**src/inc/dts_pkg.sv**
```systemverilog
// constants, types and decode helpers shared by the debug trigger/status block
`default_nettype none

package dts_pkg;

    // ==========================================================
    // register map (byte addresses on the plain register port)
    localparam logic [7:0] ADDR_CTRL = 8'h00;
    localparam logic [7:0] ADDR_TRIG = 8'h01;
    localparam logic [7:0] ADDR_STAT = 8'h02;
    localparam logic [7:0] ADDR_IST  = 8'h03;
    localparam logic [7:0] ADDR_IMSK = 8'h04;

    // ==========================================================
    // field positions
    localparam int CTRL_EN_BIT   = 7;
    localparam int CTRL_ARM_BIT  = 6;
    localparam int TRG_TAG_BIT   = 7;
    localparam int TRG_BEGIN_BIT = 6;
    localparam int STS_AF_BIT    = 7;
    localparam int STS_BF_BIT    = 6;
    localparam int STS_ARMED_STATUS_FLAG_BIT  = 5;
    localparam int IRQ_DONE_BIT  = 0;
    localparam int IRQ_TRIG_BIT  = 1;
    localparam int IRQ_W         = 2;

    // ==========================================================
    // reset values and counts
    localparam logic [7:0] CTRL_RST   = 8'h00;
    localparam logic [7:0] TRIG_RST   = 8'h00;
    localparam logic [3:0] FIFO_WORDS = 4'h8;

    // ==========================================================
    // trigger mode codes
    localparam logic [3:0] MODE_A_ONLY    = 4'h0;
    localparam logic [3:0] MODE_A_OR_B    = 4'h1;
    localparam logic [3:0] MODE_A_THEN_B  = 4'h2;
    localparam logic [3:0] MODE_EVT_B     = 4'h3;
    localparam logic [3:0] MODE_A_EVT_B   = 4'h4;
    localparam logic [3:0] MODE_A_AND_B   = 4'h5;
    localparam logic [3:0] MODE_A_NOT_B   = 4'h6;
    localparam logic [3:0] MODE_INSIDE    = 4'h7;
    localparam logic [3:0] MODE_OUTSIDE   = 4'h8;

    // ==========================================================
    // run phases
    typedef enum logic [1:0] {
        DTS_IDLE,
        DTS_WAIT,
        DTS_STORE,
        DTS_CIRC
    } dts_phase_t;

    // event-only modes store one byte per triggering b event (after an a hit in MODE_A_EVT_B)
    function automatic logic is_evt_only(input logic [3:0] mode);
        is_evt_only = (mode == MODE_EVT_B) || (mode == MODE_A_EVT_B);
    endfunction

endpackage

`default_nettype wire

```
**src/inc/dts_trg_if.sv**
```systemverilog
// trigger decode signals between the run controller and the mode decoder
`timescale 1ns/10ps
`default_nettype none

interface dts_trg_if;
    logic [3:0] mode;
    logic       tag;
    logic       acc;
    logic       op_exec;
    logic       match_a;
    logic       match_b;
    logic       ge_a;
    logic       le_b;
    logic       a_seen;
    logic       hit_a;
    logic       hit_b;
    logic       trig;

    modport dec (
        input  mode, tag, acc, op_exec, match_a, match_b, ge_a, le_b, a_seen,
        output hit_a, hit_b, trig
    );
    modport ctl (
        output mode, tag, acc, op_exec, match_a, match_b, ge_a, le_b, a_seen,
        input  hit_a, hit_b, trig
    );
endinterface

`default_nettype wire

```
**src/rtl/dts_trig_dec.sv**
```systemverilog
// combinational trigger mode decoder
`timescale 1ns/10ps
`default_nettype none

module dts_trig_dec (
    dts_trg_if.dec t
);

    logic qual;
    logic in_rng;

    // ==========================================================
    // qualify comparator hits and pick the mode's trigger term
    always_comb begin
        qual    = t.tag ? t.op_exec : t.acc;                 // RL2
        t.hit_a = qual & t.match_a;
        t.hit_b = qual & t.match_b;
        in_rng  = t.ge_a & t.le_b;
        case (t.mode)
            dts_pkg::MODE_A_ONLY:   t.trig = t.hit_a;        // RL5
            dts_pkg::MODE_A_OR_B:   t.trig = t.hit_a | t.hit_b;
            dts_pkg::MODE_A_THEN_B: t.trig = t.a_seen & t.hit_b;
            dts_pkg::MODE_EVT_B:    t.trig = t.hit_b;
            dts_pkg::MODE_A_EVT_B:  t.trig = t.a_seen & t.hit_b;
            dts_pkg::MODE_A_AND_B:  t.trig = t.hit_a & t.match_b;
            dts_pkg::MODE_A_NOT_B:  t.trig = t.hit_a & ~t.match_b;
            dts_pkg::MODE_INSIDE:   t.trig = qual & in_rng;  // RL6
            dts_pkg::MODE_OUTSIDE:  t.trig = qual & ~in_rng; // RL6
            default:                t.trig = 1'b0;           // RL7
        endcase
    end

endmodule

`default_nettype wire

```
**src/rtl/dts_irq.sv**
```systemverilog
// sticky event flags, mask and level interrupt
`timescale 1ns/10ps
`default_nettype none

module dts_irq #(
    parameter int W = 2
) (
    input  wire logic         clk,
    input  wire logic         nrst,
    input  wire logic         ce,
    input  wire logic [W-1:0] evt,
    input  wire logic         wr_clr,
    input  wire logic         wr_msk,
    input  wire logic [W-1:0] wdata,
    output logic      [W-1:0] status,
    output logic      [W-1:0] mask,
    output logic              irq
);

    typedef struct packed {
        logic [W-1:0] st;
        logic [W-1:0] mk;
        logic         irq;
    } dts_irq_state_t;

    dts_irq_state_t r_reg;
    dts_irq_state_t r_next;

    // ==========================================================
    // write one clears, a new event wins over the clear
    always_comb begin
        r_next = r_reg;
        for (int i = 0; i < W; i++) begin
            if (wr_clr && wdata[i]) begin
                r_next.st[i] = 1'b0;
            end
            if (evt[i]) begin
                r_next.st[i] = 1'b1;
            end
        end
        if (wr_msk) begin
            r_next.mk = wdata;
        end
        r_next.irq = |(r_next.st & r_next.mk);
    end

    // state register
    always_ff @(posedge clk) begin
        if (!nrst) begin
            r_reg <= '0;
        end else if (ce) begin
            r_reg <= r_next;
        end
    end

    assign status = r_reg.st;
    assign mask   = r_reg.mk;
    assign irq    = r_reg.irq;

endmodule

`default_nettype wire

```
**src/rtl/dts_top.sv**
```systemverilog
// debug trigger selection, run control and status reporting
`timescale 1ns/10ps
`default_nettype none

// How it works
// RL1 - trigger register writable only when disarmed, bits 4-5 zero
// RL2 - bit 7 picks force or tag qualification
// RL3 - bit 6 picks end or begin trace
// RL4 - event-only modes always run as begin trace
// RL5 - mode codes 0000 to 0110 as listed
// RL6 - 0111 inside range, 1000 outside range
// RL7 - codes 1001 to 1111 never trigger
// RL8 - a flag cleared at start, set on a match
// RL9 - b flag cleared at start, set on b match
// RL10 - armed flag mirrors arm control bit
// RL11 - run ends on full begin trace or end trigger
// RL12 - writing arm or enable low ends the run
// RL13 - count cleared at start, reports up to eight
// RL14 - count never decrements on fifo reads
// RL15 - status register ignores writes
// RL16 - begin bit 0 end trace, 1 begin trace
// RL17 - event-only words carry data in low byte only

module dts_top #(
    parameter logic [3:0] FIFO_DEPTH = dts_pkg::FIFO_WORDS
) (
    input  wire logic       clk,
    input  wire logic       nrst,
    input  wire logic       ce,
    input  wire logic [7:0] addr,
    input  wire logic [7:0] wdata,
    input  wire logic       wr,
    input  wire logic       rd,
    output logic      [7:0] rdata,
    input  wire logic       acc_valid,
    input  wire logic       op_exec,
    input  wire logic       cmp_a_hit,
    input  wire logic       cmp_b_hit,
    input  wire logic       addr_ge_a,
    input  wire logic       addr_le_b,
    input  wire logic       cap_req,
    output logic            store_word,
    output logic            store_low_only,
    output logic            armed,
    output logic            irq
);

    // ==========================================================
    // state
    typedef struct packed {
        logic               en;
        logic               arm;
        logic               tag;
        logic               begin_sel;
        logic [3:0]         mode;
        logic               af;
        logic               bf;
        logic [3:0]         cnt;
        dts_pkg::dts_phase_t ph;
        logic [7:0]         rdata;
        logic               store;
        logic               lo_only;
    } dts_state_t;

    dts_state_t r_reg;
    dts_state_t r_next;

    dts_trg_if t ();

    logic [dts_pkg::IRQ_W-1:0] irq_evt;
    logic [dts_pkg::IRQ_W-1:0] irq_st;
    logic [dts_pkg::IRQ_W-1:0] irq_mk;
    logic                      wr_ctrl;
    logic                      wr_trig;
    logic                      evt_mode;
    logic                      eff_begin;
    logic                      do_store;
    logic                      done;
    logic [3:0]                cnt_inc;
    logic [7:0]                ctrl_val;
    logic [7:0]                trig_val;
    logic [7:0]                stat_val;

    // ==========================================================
    // decoder hookup
    assign t.mode    = r_reg.mode;
    assign t.tag     = r_reg.tag;
    assign t.acc     = acc_valid;
    assign t.op_exec = op_exec;
    assign t.match_a = cmp_a_hit;
    assign t.match_b = cmp_b_hit;
    assign t.ge_a    = addr_ge_a;
    assign t.le_b    = addr_le_b;
    assign t.a_seen  = r_reg.af;

    dts_trig_dec u_dec (
        .t (t)
    );

    // ==========================================================
    // interrupt flags: run done and trigger seen
    assign irq_evt[dts_pkg::IRQ_DONE_BIT] = done;
    assign irq_evt[dts_pkg::IRQ_TRIG_BIT] = r_reg.arm & t.trig;

    dts_irq #(
        .W (dts_pkg::IRQ_W)
    ) u_irq (
        .clk    (clk),
        .nrst   (nrst),
        .ce     (ce),
        .evt    (irq_evt),
        .wr_clr (wr && addr == dts_pkg::ADDR_IST),
        .wr_msk (wr && addr == dts_pkg::ADDR_IMSK),
        .wdata  (wdata[dts_pkg::IRQ_W-1:0]),
        .status (irq_st),
        .mask   (irq_mk),
        .irq    (irq)
    );

    // ==========================================================
    // register views
    assign wr_ctrl = wr && (addr == dts_pkg::ADDR_CTRL);
    assign wr_trig = wr && (addr == dts_pkg::ADDR_TRIG);

    // trigger register with bits 4 and 5 reading zero
    assign trig_val = {r_reg.tag, r_reg.begin_sel, 2'b00, r_reg.mode}; // RL1

    assign ctrl_val = {r_reg.en, r_reg.arm, 6'h00};

    // status: flags, armed image, count
    assign stat_val = {r_reg.af, r_reg.bf, r_reg.arm, 1'b0, r_reg.cnt}; // RL10

    // ==========================================================
    // run helpers
    assign evt_mode  = dts_pkg::is_evt_only(r_reg.mode);
    assign eff_begin = r_reg.begin_sel | evt_mode;                     // RL4

    // count saturates at the fifo depth
    assign cnt_inc = (r_reg.cnt < FIFO_DEPTH) ? r_reg.cnt + 4'h1 : r_reg.cnt;

    // decide when a word is stored in the current phase
    always_comb begin
        do_store = 1'b0;
        done     = 1'b0;
        case (r_reg.ph)
            dts_pkg::DTS_CIRC: begin
                do_store = cap_req;
                done     = t.trig;                                     // RL11
            end
            dts_pkg::DTS_WAIT: begin
                do_store = t.trig & (evt_mode | cap_req);
                done     = do_store && (cnt_inc == FIFO_DEPTH);        // RL11
            end
            dts_pkg::DTS_STORE: begin
                do_store = evt_mode ? t.trig : cap_req;
                done     = do_store && (cnt_inc == FIFO_DEPTH);        // RL11
            end
            default: begin
                do_store = 1'b0;
                done     = 1'b0;
            end
        endcase
        if (!r_reg.arm) begin
            do_store = 1'b0;
            done     = 1'b0;
        end
    end

    // ==========================================================
    // next state
    always_comb begin
        r_next       = r_reg;
        r_next.store = 1'b0;
        r_next.rdata = 8'h00;

        // comparator flags while armed
        if (r_reg.arm && t.hit_a) begin
            r_next.af = 1'b1;                                          // RL8
        end
        if (r_reg.arm && t.hit_b) begin
            r_next.bf = 1'b1;                                          // RL9
        end

        // trigger moves a waiting begin trace into storage
        if (r_reg.arm && r_reg.ph == dts_pkg::DTS_WAIT && t.trig) begin
            r_next.ph = dts_pkg::DTS_STORE;
        end

        // store pulse and word count, never counting down
        if (do_store) begin
            r_next.store = 1'b1;
            r_next.cnt   = cnt_inc;                                    // RL13 RL14
        end

        // completion drops the arm bit
        if (done) begin
            r_next.arm = 1'b0;                                         // RL10 RL11
            r_next.ph  = dts_pkg::DTS_IDLE;
        end

        // control register writes
        if (wr_ctrl) begin
            r_next.en = wdata[dts_pkg::CTRL_EN_BIT];
            if (!wdata[dts_pkg::CTRL_EN_BIT] || !wdata[dts_pkg::CTRL_ARM_BIT]) begin
                r_next.arm = 1'b0;                                     // RL12
                r_next.ph  = dts_pkg::DTS_IDLE;
            end else if (!r_reg.arm) begin
                // start of a run: arm and clear flags and count
                r_next.arm = 1'b1;                                     // RL10
                r_next.af  = 1'b0;                                     // RL8
                r_next.bf  = 1'b0;                                     // RL9
                r_next.cnt = 4'h0;                                     // RL13
                r_next.ph  = eff_begin ? dts_pkg::DTS_WAIT             // RL3 RL16
                                       : dts_pkg::DTS_CIRC;
            end
        end

        // trigger register takes writes only while disarmed
        if (wr_trig && !r_reg.arm) begin                               // RL1
            r_next.tag       = wdata[dts_pkg::TRG_TAG_BIT];            // RL2
            r_next.begin_sel = wdata[dts_pkg::TRG_BEGIN_BIT];          // RL16
            r_next.mode      = wdata[3:0];
        end

        // status register has no write path at all
        // (writes to ADDR_STAT fall through unused)                   // RL15

        // high byte of event-only words is unused
        r_next.lo_only = dts_pkg::is_evt_only(r_next.mode);            // RL17

        // read data, valid the cycle after the strobe
        if (rd) begin
            case (addr)
                dts_pkg::ADDR_CTRL: r_next.rdata = ctrl_val;
                dts_pkg::ADDR_TRIG: r_next.rdata = trig_val;
                dts_pkg::ADDR_STAT: r_next.rdata = stat_val;
                dts_pkg::ADDR_IST:  r_next.rdata = {6'h00, irq_st};
                dts_pkg::ADDR_IMSK: r_next.rdata = {6'h00, irq_mk};
                default:            r_next.rdata = 8'h00;
            endcase
        end
    end

    // ==========================================================
    // state register, frozen while ce is low
    always_ff @(posedge clk) begin
        if (!nrst) begin
            r_reg           <= '0;
            r_reg.en        <= dts_pkg::CTRL_RST[dts_pkg::CTRL_EN_BIT];
            r_reg.arm       <= dts_pkg::CTRL_RST[dts_pkg::CTRL_ARM_BIT];
            r_reg.tag       <= dts_pkg::TRIG_RST[dts_pkg::TRG_TAG_BIT];
            r_reg.begin_sel <= dts_pkg::TRIG_RST[dts_pkg::TRG_BEGIN_BIT];
            r_reg.mode      <= dts_pkg::TRIG_RST[3:0];
            r_reg.ph        <= dts_pkg::DTS_IDLE;
        end else if (ce) begin
            r_reg <= r_next;
        end
    end

    // ==========================================================
    // outputs straight from flops
    assign rdata          = r_reg.rdata;
    assign store_word     = r_reg.store;
    assign store_low_only = r_reg.lo_only;
    assign armed          = r_reg.arm;

endmodule

`default_nettype wire

```
**config.mk**
```make
export PLATFORM = sky130hd
export DESIGN_NAME = dts_top
export DESIGN_NICKNAME = d
export VERILOG_FILES = /design/src/inc/dts_pkg.sv /design/src/inc/dts_trg_if.sv /design/src/rtl/dts_trig_dec.sv /design/src/rtl/dts_irq.sv /design/src/rtl/dts_top.sv
export SDC_FILE = /design/constraint.sdc
export NUM_CORES = 1
export LEC_CHECK = 0
export ABC_AREA = 1
export BUFFER_PORTS_ARGS = -buffer_cell sky130_fd_sc_hd__clkbuf_2
export CORE_MARGIN = 3
export CORE_UTILIZATION = 60
export CTS_BUF_LIST = sky130_fd_sc_hd__clkbuf_8
export DETAILED_ROUTE_END_ITERATION = 8
export PLACE_DENSITY = 0.92
export REMOVE_ABC_BUFFERS = 1
export SLEW_MARGIN = 25
export SYNTH_ARGS = -nofsm -noshare
export SYNTH_HDL_FRONTEND = slang
export SYNTH_HIERARCHICAL = 1
export SYNTH_SLANG_ARGS = --single-unit
```
**constraint.sdc**
```tcl
create_clock -name clk -period 3 [get_ports clk]
set_clock_uncertainty 0.2 [all_clocks]
set_input_delay 0.15 -clock clk [delete_from_list [all_inputs] [get_ports clk]]
set_output_delay 0.15 -clock clk [all_outputs]
set_load 0.005 [all_outputs]
```
==> Flow_metrics.wiki, run 1 <==
{| class="wikitable"
! Metric !! Value
|-
| Clk buf depth || 2
|-
| Diode insertion count for antenna repair || 0
|-
| Leftover overflow at the end of global routing || 0
|-
| CTS H-Tree Depth || 2
|-
| Synth Area in Adders || 3.02%
|-
| Outcome || complete, no violations
|-
| FFs w/ async S/R, synth || 0%
|-
| Clock period minus final worst setup slack || 2520 ps
|-
| Largest fanout of any net on the critical path || 10
|-
| Power Internal || 0.000623 W
|-
| Leakage component of the power || 1.17 nW
|-
| Start point of the worst hold path || cmp_b_hit
|-
| Via count of the first global-routing pass || 2174
|-
| Worst setup slack for register-to-register paths || 480 ps
|-
| Number of flops mapped to enable cells by yosys || 0
|-
| Number of distinct library cells after synthesis || 32
|-
| Worst path buffer plus inverter count || 3
|-
| Synthesis-to-layout area growth || 14.1%
|-
| Height of the die || 64.8 um
|-
| CTS clk-pin slew, worst paths || 70 ps
|-
| Die W || 64.8 um
|-
| Post-DR wirelength/cell || 13.2 um
|-
| Final RePlAce weighted congestion || 0.868
|-
| Antenna violations before repair || 0
|-
| Unrepaired setup endpoints after global routing || no
|-
| Global-route wire length before repair || 9.32 mm
|-
| Number of cells traversed by the worst hold path || 5
|-
| Critical register-to-register path startpoint || t.mode[0]$_SDFFE_PN0P_
|-
| Cells along the critical path || inv_2 > nand2_1 > nand2_1 > nor2_1 > nand2_1 > nand2_1 > nand2_1 > nand2_1 > nor2_1 > nor2_1 > nand3_1 > nor2_1 > nand2_1 > nand2_1 > nand2_2 > inv_1 > inv_1 > nand2_1 > nand2_1 > a21oi_1
|-
| Worst reg2reg path endpoint || u_irq/irq$_SDFFE_PN0P_
|-
| Root buf cell || sky130_fd_sc_hd__clkbuf_8
|-
| End point of the worst hold path || r_reg[16]$_SDFFE_PN0P_
|-
| Post-detailed-route via-to-cell ratio || 5.52
|-
| Initial cell density of the core || 65.3%
|-
| Switching power of the nets || 0.000231 W
|-
| Cell area after placement || 0.00222 mm^2
|-
| Clk Latency, worst-skew pair || 290 ps
|-
| Post-Synth XOR/XNOR Area || 0.422%
|-
| Critical path's most frequent cell || sky130_fd_sc_hd__nand2_1
|-
| Total detailed-routing wirelength || 5.45 mm
|-
| CP max stage delay || 570 ps
|-
| Switching part of the total power || 27.0%
|-
| VDD IR max || 349 uV
|-
| PD cells || 361 mW/mm^2
|-
| Total chip power || 0.000854 W
|-
| Share of power burned in registers || 48.0%
|-
| F_max || 396 MHz
|-
| Combinational family with the most area after synthesis || simple AND/OR/NAND/NOR gates
|-
| Pin count of the biggest net entering global routing || 22
|-
| Quantity of I/O buffers inserted on ports || 36
|-
| # setup viols final || 0
|-
| Non-Filler Cell Area, Final || 0.00237 mm^2
|-
| Number of warnings reported in the yosys synthesis log || 6
|-
| Critical path data arrival time || 2540 ps
|-
| # nets final || 402
|-
| Number of buffers created by CTS || 5
|-
| Critical path class || flop to flop
|-
| Core Footprint || 0.00318 mm^2
|-
| Startpoint class of the critical path || flop
|-
| FF+latch count, synth || 30
|-
| Fin crit share || 84.1%
|-
| Total of max-cap violations || 0
|-
| Iteration-0 DRC Markers || 190
|-
| Clock Sinks || 30
|-
| Layout cell share with drive strength beyond 1 || 17.8%
|-
| Total DRC errors in the routed layout || 0
|-
| Gate Count Post-Synth || 334
|-
| Total number of vias || 2287
|-
| Simple-gate area share of the yosys netlist || 38.0%
|-
| Area fraction in compound gates after synthesis || 15.3%
|-
| Mean Syn Cell Area || 6.21 um^2
|-
| Clk pwr share || 40.0%
|-
| HPWL after detailed placement || 3.93 mm
|-
| Cell with the largest stage delay on the worst path || sky130_fd_sc_hd__dfxtp_1
|-
| Pre-Repair DR Iteration Count || 5
|-
| Data required time of the worst path || 3020 ps
|-
| Worst-case reg-to-reg path depth || 20
|-
| Final-report hold violation count || 0
|-
| Setup Total Neg Slack || 0 ps
|-
| Share of power burned in combinational logic || 12.0%
|-
| CTS tree || built
|-
| Post-synthesis sequential area ratio || 29.0%
|-
| Setup repair bufs after CTS || 0
|-
| Number of top-level design ports || 40
|-
| Transition time of the tightest slew-check pin || 782 ps
|-
| Global-route usage over all layers || 28.4%
|-
| Kind of cell adding the most delay to the critical path || simple AND/OR/NAND/NOR gates
|-
| Capturing element type of the critical path || flop
|-
| Final max-slew violation count || 0
|-
| Largest register FFs || 8
|-
| Post-route ant nets || 0
|-
| Fraction of synthesized area in multiplexers || 0%
|-
| Headroom to the max-slew limit || 47.8%
|-
| Tightest Hold Check Type || input port to flop
|-
| Most used flip-flop cell after synthesis || sky130_fd_sc_hd__dfxtp_1
|-
| Placement Rows || 20
|-
| Post-synthesis cell area || 0.00207 mm^2
|-
| Floorplan die area || 0.00420 mm^2
|}
==> cell usage in the layout (no fill, tap or decap), drive strengths merged <==
master and instances:
a211oi 1, a21oi 26, a31oi 1, clkbuf 42
clkinv 2, conb 1, dfxtp 30, dlygate4sd3 6
ha 5, inv 52, nand2 108, nand3 22
nand4 4, nor2 35, nor3 7, o211a 2
o211ai 2, o21ai 19, o221ai 2, o22ai 2
xor2 1
==> cell type report <==
type,instances,area [um^2]
fillers,259,811
repair buffers,42,240
flip-flops and latches,30,601
inverters,52,200
clock inverters,2,8.76
well taps,44,55.1
clock buffers,6,82.6
multi-input cells,238,1180
==> metrics by stage <==
stage / hold WS [ps] / util [%] / instances / setup WS (ps)
floorplan: 72.7 / - / 320 / 1030
global placement: 199 / 69.7 / 400 / 686
detailed placement: 228 / 69.7 / 400 / 592
CTS: 46.4 / 74.5 / 414 / 562
global route: 79.2 / 74.5 / 414 / 246
finish: 48.2 / 74.5 / 414 / 476
==> worst register-to-register path, cell delays in order (launching register included) <==
cell                      delay (ps)
sky130_fd_sc_hd__dfxtp_1         570
sky130_fd_sc_hd__inv_2            70
sky130_fd_sc_hd__nand2_1          70
sky130_fd_sc_hd__nand2_1          50
sky130_fd_sc_hd__nor2_1          110
sky130_fd_sc_hd__nand2_1          80
sky130_fd_sc_hd__nand2_1          80
sky130_fd_sc_hd__nand2_1          60
sky130_fd_sc_hd__nand2_1         210
sky130_fd_sc_hd__nor2_1           80
sky130_fd_sc_hd__nor2_1           90
sky130_fd_sc_hd__nand3_1          70
sky130_fd_sc_hd__nor2_1          120
sky130_fd_sc_hd__nand2_1          60
sky130_fd_sc_hd__nand2_1          60
sky130_fd_sc_hd__nand2_2          80
sky130_fd_sc_hd__inv_1            90
sky130_fd_sc_hd__inv_1            40
sky130_fd_sc_hd__nand2_1          80
sky130_fd_sc_hd__nand2_1          60
sky130_fd_sc_hd__a21oi_1         130
==> what timing repair did <==
| item | in CTS | in global routing |
|---|---|---|
| hold endpoints to repair | 6 | 0 |
| gates resized for setup | 0 | 0 |
| hold buffers | 6 | 0 |
==> Yosys cell counts, types with 3 or more instances <==
cell,instances,area share (%)
sky130_fd_sc_hd__nand3_1,21,5.1
sky130_fd_sc_hd__nor2_1,28,5.1
sky130_fd_sc_hd__o21ai_1,3,0.72
sky130_fd_sc_hd__inv_1,47,8.5
sky130_fd_sc_hd__buf_2,3,0.72
sky130_fd_sc_hd__nand4_1,4,1.2
sky130_fd_sc_hd__o21ai_0,15,3.6
sky130_fd_sc_hd__buf_4,10,3.6
sky130_fd_sc_hd__ha_1,5,3.0
sky130_fd_sc_hd__a21oi_1,25,6.0
sky130_fd_sc_hd__nor2_2,4,1.2
sky130_fd_sc_hd__nand2_2,5,1.5
sky130_fd_sc_hd__inv_2,4,0.72
sky130_fd_sc_hd__dfxtp_1,30,29
sky130_fd_sc_hd__nand2_1,101,18
sky130_fd_sc_hd__nor3_1,7,1.7
==> power groups by stage <==
stage / Combinational [W] / Clock, W / Sequential, W
final: 0.000102 / 0.000342 / 0.000410
after global routing: 0.000114 / 0.000365 / 0.000410
after CTS: 0.000101 / 0.000342 / 0.000410
after detailed placement: 0.0000939 / 0 / 0.000419
after global placement: 0.0000900 / 0 / 0.000419
after floorplan: 0.0000531 / 0 / 0.000417
==> routing by layer <==
metal	GRT usage [%]	up-vias	routed length (um)	part of all wire, %
met4	16.6	0	224	4.1
met5	0	-	0	0
met2	47.5	134	2520	46
li1	-	1118	-	-
met3	7.11	32	472	8.7
met1	32.5	1003	2230	41
==> logic make-up (layout without fill, tap and decap cells) <==
group,after synthesis,in the layout
buffers and inverters,66,102
other,1,1
AND/OR/NAND/NOR,176,176
adder cells (fa/ha/maj),5,5
XOR/XNOR,1,1
flip-flops,30,30
AO/OA/AOI/OAI,55,55
==> how the worst max path moves through the flow <==
| stage | start | endpoint | slack [ps] | cells after the start |
|---|---|---|---|---|
| floorplan | t.mode[0]$_SDFFE_PN0P_ | u_irq/irq$_SDFFE_PN0P_ | 1030 | 20 |
| global placement | t.mode[0]$_SDFFE_PN0P_ | u_irq/irq$_SDFFE_PN0P_ | 690 | 20 |
| detailed placement | t.mode[0]$_SDFFE_PN0P_ | u_irq/irq$_SDFFE_PN0P_ | 590 | 20 |
| CTS | t.mode[0]$_SDFFE_PN0P_ | u_irq/irq$_SDFFE_PN0P_ | 560 | 20 |
| global route | t.mode[0]$_SDFFE_PN0P_ | u_irq/irq$_SDFFE_PN0P_ | 250 | 20 |
| finish | t.mode[0]$_SDFFE_PN0P_ | u_irq/irq$_SDFFE_PN0P_ | 480 | 20 |
(Power assumes the default switching activity.)
==> run 2: changes to the inputs <==
Settings changed: CORE_UTILIZATION 60 to 57, PLACE_DENSITY 0.92 to 0.88.
Clock period 3 ns to 2.45 ns, I/O delays scaled along.
==> Flow_metrics.wiki, run 2 (synthesis gave the netlist of run 1 again) <==
{| class="wikitable"
! Metric !! Value
|-
| F_max || 456 MHz (+15%)
|-
| Number of buffers created by CTS || 5 (unchanged)
|-
| CP max stage delay || 410 ps (-160 ps)
|-
| Die W || 66.3 um (+2.4%)
|-
| Leftover overflow at the end of global routing || 0 (unchanged)
|-
| Tightest Hold Check Type || input port to flop
|-
| Most common cell after layout, fill and taps aside || sky130_fd_sc_hd__nand2_1
|-
| Root buf cell || sky130_fd_sc_hd__clkbuf_8
|-
| Final RePlAce weighted congestion || 0.867 (-0.12%)
|-
| Floorplan die area || 0.00440 mm^2 (+4.8%)
|-
| Worst hold slack after final layout || 32.6 ps (-15.6 ps)
|-
| CTS clk-pin slew, worst paths || 70 ps (about the same)
|-
| Diode insertion count for antenna repair || 0 (unchanged)
|-
| Clk Latency, worst-skew pair || 280 ps (about the same)
|-
| Global-route usage over all layers || 27.0% (-1.5 points)
|-
| Outcome || complete, no violations
|-
| Largest fanout of any net on the critical path || 10 (unchanged)
|-
| Cell with the largest stage delay on the worst path || sky130_fd_sc_hd__dfxtp_4
|-
| Cell area after placement || 0.00222 mm^2 (+0.11%)
|-
| Leakage component of the power || 1.17 nW (-0.30%)
|-
| Antenna violations before repair || 0 (unchanged)
|-
| Post-route ant nets || 0 (unchanged)
|-
| Fin crit share || 89.4% (+5.3 points)
|-
| Worst path buffer plus inverter count || 3 (unchanged)
|-
| Headroom to the max-slew limit || 48.8% (+0.96 points)
|-
| PD cells || 443 mW/mm^2 (+23%)
|-
| # setup viols final || 0 (unchanged)
|-
| Via count of the first global-routing pass || 2091 (-3.8%)
|-
| Global-route wire length before repair || 9.13 mm (-2.1%)
|-
| Data required time of the worst path || 2470 ps (-550 ps)
|-
| Kind of cell adding the most delay to the critical path || simple AND/OR/NAND/NOR gates
|-
| Setup repair bufs after CTS || 0 (unchanged)
|-
| Pin count of the biggest net entering global routing || 22 (unchanged)
|-
| Initial cell density of the core || 60.7% (-4.5 points)
|-
| Critical path's most frequent cell || sky130_fd_sc_hd__nand2_1
|-
| Cells along the critical path || inv_2 > nand2_1 > nand2_1 > nor2_1 > nand2_1 > nand2_1 > nand2_1 > nand2_2 > nor2_1 > nor2_1 > nand3_1 > nor2_1 > nand2_1 > nand2_1 > nand2_2 > inv_1 > inv_1 > nand2_1 > nand2_1 > a21oi_1
|-
| Synthesis-to-layout area growth || 14.8%
|-
| VDD IR max || 401 uV (+15%)
|-
| Layout cell share with drive strength beyond 1 || 19.2% (+1.4 points)
|-
| Post-DR wirelength/cell || 13.3 um (+0.85%)
|-
| Unrepaired setup endpoints after global routing || no
|-
| Total of max-cap violations || 0 (unchanged)
|-
| Height of the die || 66.3 um (+2.4%)
|-
| Total detailed-routing wirelength || 5.52 mm (+1.3%)
|-
| # nets final || 402 (unchanged)
|-
| Non-Filler Cell Area, Final || 0.00238 mm^2 (+0.63%)
|-
| Final max-slew violation count || 0 (unchanged)
|-
| Setup Total Neg Slack || 0 ps (unchanged)
|-
| CTS H-Tree Depth || 2 (unchanged)
|-
| Final-report hold violation count || 0 (unchanged)
|-
| Pre-Repair DR Iteration Count || 5 (unchanged)
|-
| Number of top-level design ports || 40 (unchanged)
|-
| HPWL after detailed placement || 3.83 mm (-2.6%)
|-
| Quantity of I/O buffers inserted on ports || 36 (unchanged)
|-
| Commonest cells after routing, fill and taps aside || 100 x sky130_fd_sc_hd__nand2_1, 47 x sky130_fd_sc_hd__inv_1, 36 x sky130_fd_sc_hd__clkbuf_2
|-
| Core Footprint || 0.00342 mm^2 (+7.5%)
|-
| Startpoint class of the critical path || flop
|-
| CTS tree || built
|-
| Total number of vias || 2296 (+0.39%)
|-
| Critical path class || flop to flop
|-
| Largest register FFs || 8 (unchanged)
|-
| Placement Rows || 21 (+5.0%)
|-
| Clk buf depth || 2 (unchanged)
|-
| Clock Sinks || 30 (unchanged)
|-
| Final-layout fill cell count || 309 (+19%)
|-
| Iteration-0 DRC Markers || 213 (+12%)
|-
| Post-detailed-route via-to-cell ratio || 5.52 (about the same)
|-
| Capturing element type of the critical path || flop
|-
| Clock period minus final worst setup slack || 2190 ps (-333 ps)
|-
| Transition time of the tightest slew-check pin || 768 ps (-14.3 ps)
|-
| Critical path data arrival time || 2210 ps (-330 ps)
|-
| Total DRC errors in the routed layout || 0 (unchanged)
|}
[run 2: where the power goes]
group / switching [W] / leakage, nW / internal, W
clock network: 0.000200 / 0.0472 / 0.000226
registers: 0.00000716 / 0.245 / 0.000494
logic: 0.0000827 / 0.878 / 0.0000461
[run 2: cell type report]
| type | instances | area (um^2) | share of cell area (%) |
|---|---|---|---|
| Sequential cell | 30 | 607 | 25.5 |
| Tap cell | 46 | 57.6 | 2.42 |
| Multi-Input combinational cell | 238 | 1180 | 49.6 |
| Inverter | 52 | 200 | 8.40 |
| Clock buffer | 6 | 82.6 | 3.47 |
| Clock inverter | 2 | 12.5 | 0.525 |
| Timing Repair Buffer | 42 | 240 | 10.1 |
[run 2: per-stage QoR]
step                instances  util [%]  total power, W  setup slack (ps)
floorplan                 320         -        0.000576               481
global placement          402      64.9        0.000623               210
detailed placement        402      64.9        0.000627               138
CTS                       416      69.5         0.00105               106
global route              416      69.7         0.00109              46.9
finish                    416      69.7         0.00106               259
[run 2: timing repair]
item / CTS / global route
gates resized for setup: 0 / 5
hold buffers: 6 / 0
endpoints found under the hold margin: 7 / 0
setup endpoints to repair: 0 / 8
[run 2: final timing paths]
check	cells past startpoint	startpoint	to	slack, ps
min	5	cmp_b_hit	r_reg[16]$_SDFFE_PN0P_	30
max	20	t.mode[0]$_SDFFE_PN0P_	u_irq/irq$_SDFFE_PN0P_	260
max reg2reg	20	t.mode[0]$_SDFFE_PN0P_	u_irq/irq$_SDFFE_PN0P_	260
min reg2reg	2	ctrl_val[7]$_SDFFE_PN0P_	ctrl_val[7]$_SDFFE_PN0P_	260
[run 2: layer usage]
layer	track usage, %	share of wire (%)
met1	30.1	40
met2	47.7	50
met3	6.12	6.6
met4	12.7	3.6
met5	0	0
[run 2: worst min-delay path: cells and delay by family]
kind | cells | cell delay, ps
AOI/OAI and AO/OA | 1 | 60
buffers and inverters | 2 | 180
and+or+nand+nor | 2 | 110
==> run 3: changes to the inputs <==
Settings changed: CORE_ASPECT_RATIO set to 1.2, SLEW_MARGIN 25 to unset.
==> Flow_metrics.wiki, run 3 (synthesis gave the netlist of run 1 again) <==
{| class="wikitable"
! Metric !! Value
|-
| Outcome || complete, no violations
|-
| Post-detailed-route via-to-cell ratio || 5.40 (-2.2%)
|-
| Final RePlAce weighted congestion || 0.848 (-2.1%)
|-
| Critical register-to-register path startpoint || t.tag$_SDFFE_PN0P_
|-
| Start point of the worst hold path || cmp_b_hit
|-
| Total number of vias || 2191 (-4.6%)
|-
| Pin count of the biggest net entering global routing || 22 (unchanged)
|-
| Height of the die || 72.1 um (+8.7%)
|-
| Number of cells traversed by the worst hold path || 5 (unchanged)
|-
| Leakage component of the power || 1.17 nW (about the same)
|-
| Worst reg2reg path endpoint || u_irq/irq$_SDFFE_PN0P_
|-
| Clk Latency, worst-skew pair || 280 ps (about the same)
|-
| Number of buffers created by CTS || 5 (unchanged)
|-
| Cell area after placement || 0.00221 mm^2 (-0.17%)
|-
| Initial cell density of the core || 60.6% (-0.16 points)
|-
| Quantity of I/O buffers inserted on ports || 36 (unchanged)
|-
| VDD IR max || 336 uV (-16%)
|-
| Layout cell share with drive strength beyond 1 || 18.7% (-0.49 points)
|-
| Final setup margin || 261 ps (+1.71 ps)
|-
| Largest fanout of any net on the critical path || 6 (-4)
|-
| Capturing element type of the critical path || flop
|-
| Clock period minus final worst setup slack || 2190 ps (-1.71 ps)
|-
| Final-report hold violation count || 0 (unchanged)
|-
| Diode insertion count for antenna repair || 0 (unchanged)
|-
| Worst-case reg-to-reg path depth || 20 (unchanged)
|-
| Final instance count without filler cells || 406 (-2.4%)
|-
| Post-place setup slack || 208 ps (+69.4 ps)
|-
| Placement Rows || 23 (+9.5%)
|-
| Total DRC errors in the routed layout || 0 (unchanged)
|-
| Largest register FFs || 8 (unchanged)
|-
| CTS clk-pin slew, worst paths || 60 ps (about the same)
|-
| Total detailed-routing wirelength || 5.11 mm (-7.4%)
|-
| Startpoint class of the critical path || flop
|-
| Pre-Repair DR Iteration Count || 4 (-1)
|-
| Synthesis-to-layout area growth || 13.9%
|-
| Most common cell after layout, fill and taps aside || sky130_fd_sc_hd__nand2_1
|-
| CTS H-Tree Depth || 2 (unchanged)
|-
| F_max || 457 MHz (about the same)
|-
| Number of top-level design ports || 40 (unchanged)
|-
| Global-route usage over all layers || 25.6% (-1.3 points)
|-
| Post-DR wirelength/cell || 12.6 um (-5.1%)
|-
| Headroom to the max-slew limit || 49.5% (+0.70 points)
|-
| Post-route ant nets || 0 (unchanged)
|-
| Cell count after placement || 394 (-2.0%)
|-
| Unrepaired setup endpoints after global routing || no
|-
| Critical path class || flop to flop
|-
| # setup viols final || 0 (unchanged)
|-
| Leftover overflow at the end of global routing || 0 (unchanged)
|-
| Total chip power || 0.00102 W (-3.8%)
|-
| Iteration-0 DRC Markers || 126 (-41%)
|-
| Transition time of the tightest slew-check pin || 757 ps (-10.6 ps)
|-
| Worst setup slack for register-to-register paths || 260 ps (about the same)
|-
| Setup Total Neg Slack || 0 ps (unchanged)
|-
| Floorplan die area || 0.00440 mm^2 (about the same)
|-
| End point of the worst hold path || r_reg[16]$_SDFFE_PN0P_
|-
| Clock Sinks || 30 (unchanged)
|-
| Clk buf depth || 2 (unchanged)
|-
| Core Footprint || 0.00342 mm^2 (+0.26%)
|-
| Global-route wire length before repair || 8.57 mm (-6.1%)
|-
| Root buf cell || sky130_fd_sc_hd__clkbuf_8
|-
| Data required time of the worst path || 2460 ps (about the same)
|-
| Via count of the first global-routing pass || 2083 (-0.38%)
|-
| # nets final || 403 (+0.25%)
|-
| Total of max-cap violations || 0 (unchanged)
|-
| Antenna violations before repair || 0 (unchanged)
|-
| HPWL after detailed placement || 3.84 mm (+0.22%)
|-
| Die W || 61.1 um (-7.9%)
|-
| Commonest cells after routing, fill and taps aside || 100 x sky130_fd_sc_hd__nand2_1, 47 x sky130_fd_sc_hd__inv_1, 36 x sky130_fd_sc_hd__clkbuf_2
|-
| Fin crit share || 89.4% (about the same)
|-
| Critical path data arrival time || 2200 ps (about the same)
|-
| Tightest Hold Check Type || input port to flop
|-
| Non-Filler Cell Area, Final || 0.00236 mm^2 (-0.84%)
|-
| PD cells || 430 mW/mm^2 (-3.0%)
|-
| Final max-slew violation count || 0 (unchanged)
|-
| CTS tree || built
|}
## run 3: cell count changes in the layout (fill, tap and decap cells not counted), sizes merged
cell,change
buf,+1
clkinv,-1
clkinvlp,-1
## run 3: stage by stage
| step | util [%] | hold slack (ps) |
|---|---|---|
| 2_1_floorplan | - | 45.2 |
| 3_3_place_gp | 64.7 | 189 |
| 3_5_place_dp | 64.7 | 194 |
| 4_1_cts | 68.8 | 36.1 |
| 5_1_grt | 69.0 | 81.4 |
| 6_report | 69.0 | 39.6 |
## run 3: critical path: stages, from the launching register on
cell	delay [ps]
sky130_fd_sc_hd__dfxtp_1	410
sky130_fd_sc_hd__inv_2	60
sky130_fd_sc_hd__nand2_2	90
sky130_fd_sc_hd__nand2_4	70
sky130_fd_sc_hd__nor2_1	110
sky130_fd_sc_hd__nand2_1	60
sky130_fd_sc_hd__nand2_1	60
sky130_fd_sc_hd__nand2_1	60
sky130_fd_sc_hd__nand2_2	110
sky130_fd_sc_hd__nor2_1	60
sky130_fd_sc_hd__nor2_1	80
sky130_fd_sc_hd__nand3_1	70
sky130_fd_sc_hd__nor2_1	90
sky130_fd_sc_hd__nand2_1	50
sky130_fd_sc_hd__nand2_1	60
sky130_fd_sc_hd__nand2_2	80
sky130_fd_sc_hd__inv_1	70
sky130_fd_sc_hd__inv_1	30
sky130_fd_sc_hd__nand2_1	90
sky130_fd_sc_hd__nand2_1	60
sky130_fd_sc_hd__a21oi_1	130
## run 3: power by group
part	total [W]	leakage, nW	switching [W]	internal [W]
clock	0.000389	0.0431	0.000173	0.000216
combinational	0.000124	0.883	0.0000779	0.0000461
sequential	0.000503	0.244	0.00000734	0.000495
total	0.00102	1.17	0.000258	0.000757
## run 3: final cells by class
class / instances / area [um^2]
clock buffer: 6 / 82.6
fill: 310 / 1060
timing repair buffer: 43 / 248
tap: 37 / 46.3
multi-input combinational: 238 / 1180
sequential: 30 / 603
inverter: 52 / 200
## run 3: routing by layer
metal / GRT usage, % / up-vias / share of wire (%)
met5: 0 / - / 0
met4: 11.1 / 0 / 2.1
met3: 5.34 / 14 / 6.2
met2: 44.2 / 78 / 52
met1: 29.6 / 975 / 40
li1: - / 1124 / -
## run 3: what timing repair did
| item | 4_1_cts | 5_1_grt |
|---|---|---|
| resized for setup | 0 | 3 |
| setup endpoints to repair | 0 | 8 |
| setup buffers | 0 | 0 |
| endpoints found under the hold margin | 7 | 0 |
| hold buffers | 6 | 0 |
## run 3: worst max path at each step
stage | startpoint | cells past startpoint | slack, ps | endpoint
floorplan | t.mode[0]$_SDFFE_PN0P_ | 20 | 480 | u_irq/irq$_SDFFE_PN0P_
global placement | t.mode[1]$_SDFFE_PN0P_ | 18 | 250 | u_irq/irq$_SDFFE_PN0P_
detailed placement | t.mode[1]$_SDFFE_PN0P_ | 18 | 210 | u_irq/irq$_SDFFE_PN0P_
CTS | t.mode[1]$_SDFFE_PN0P_ | 18 | 190 | u_irq/irq$_SDFFE_PN0P_
global route | t.tag$_SDFFE_PN0P_ | 20 | 30 | u_irq/irq$_SDFFE_PN0P_
finish | t.tag$_SDFFE_PN0P_ | 20 | 260 | u_irq/irq$_SDFFE_PN0P_
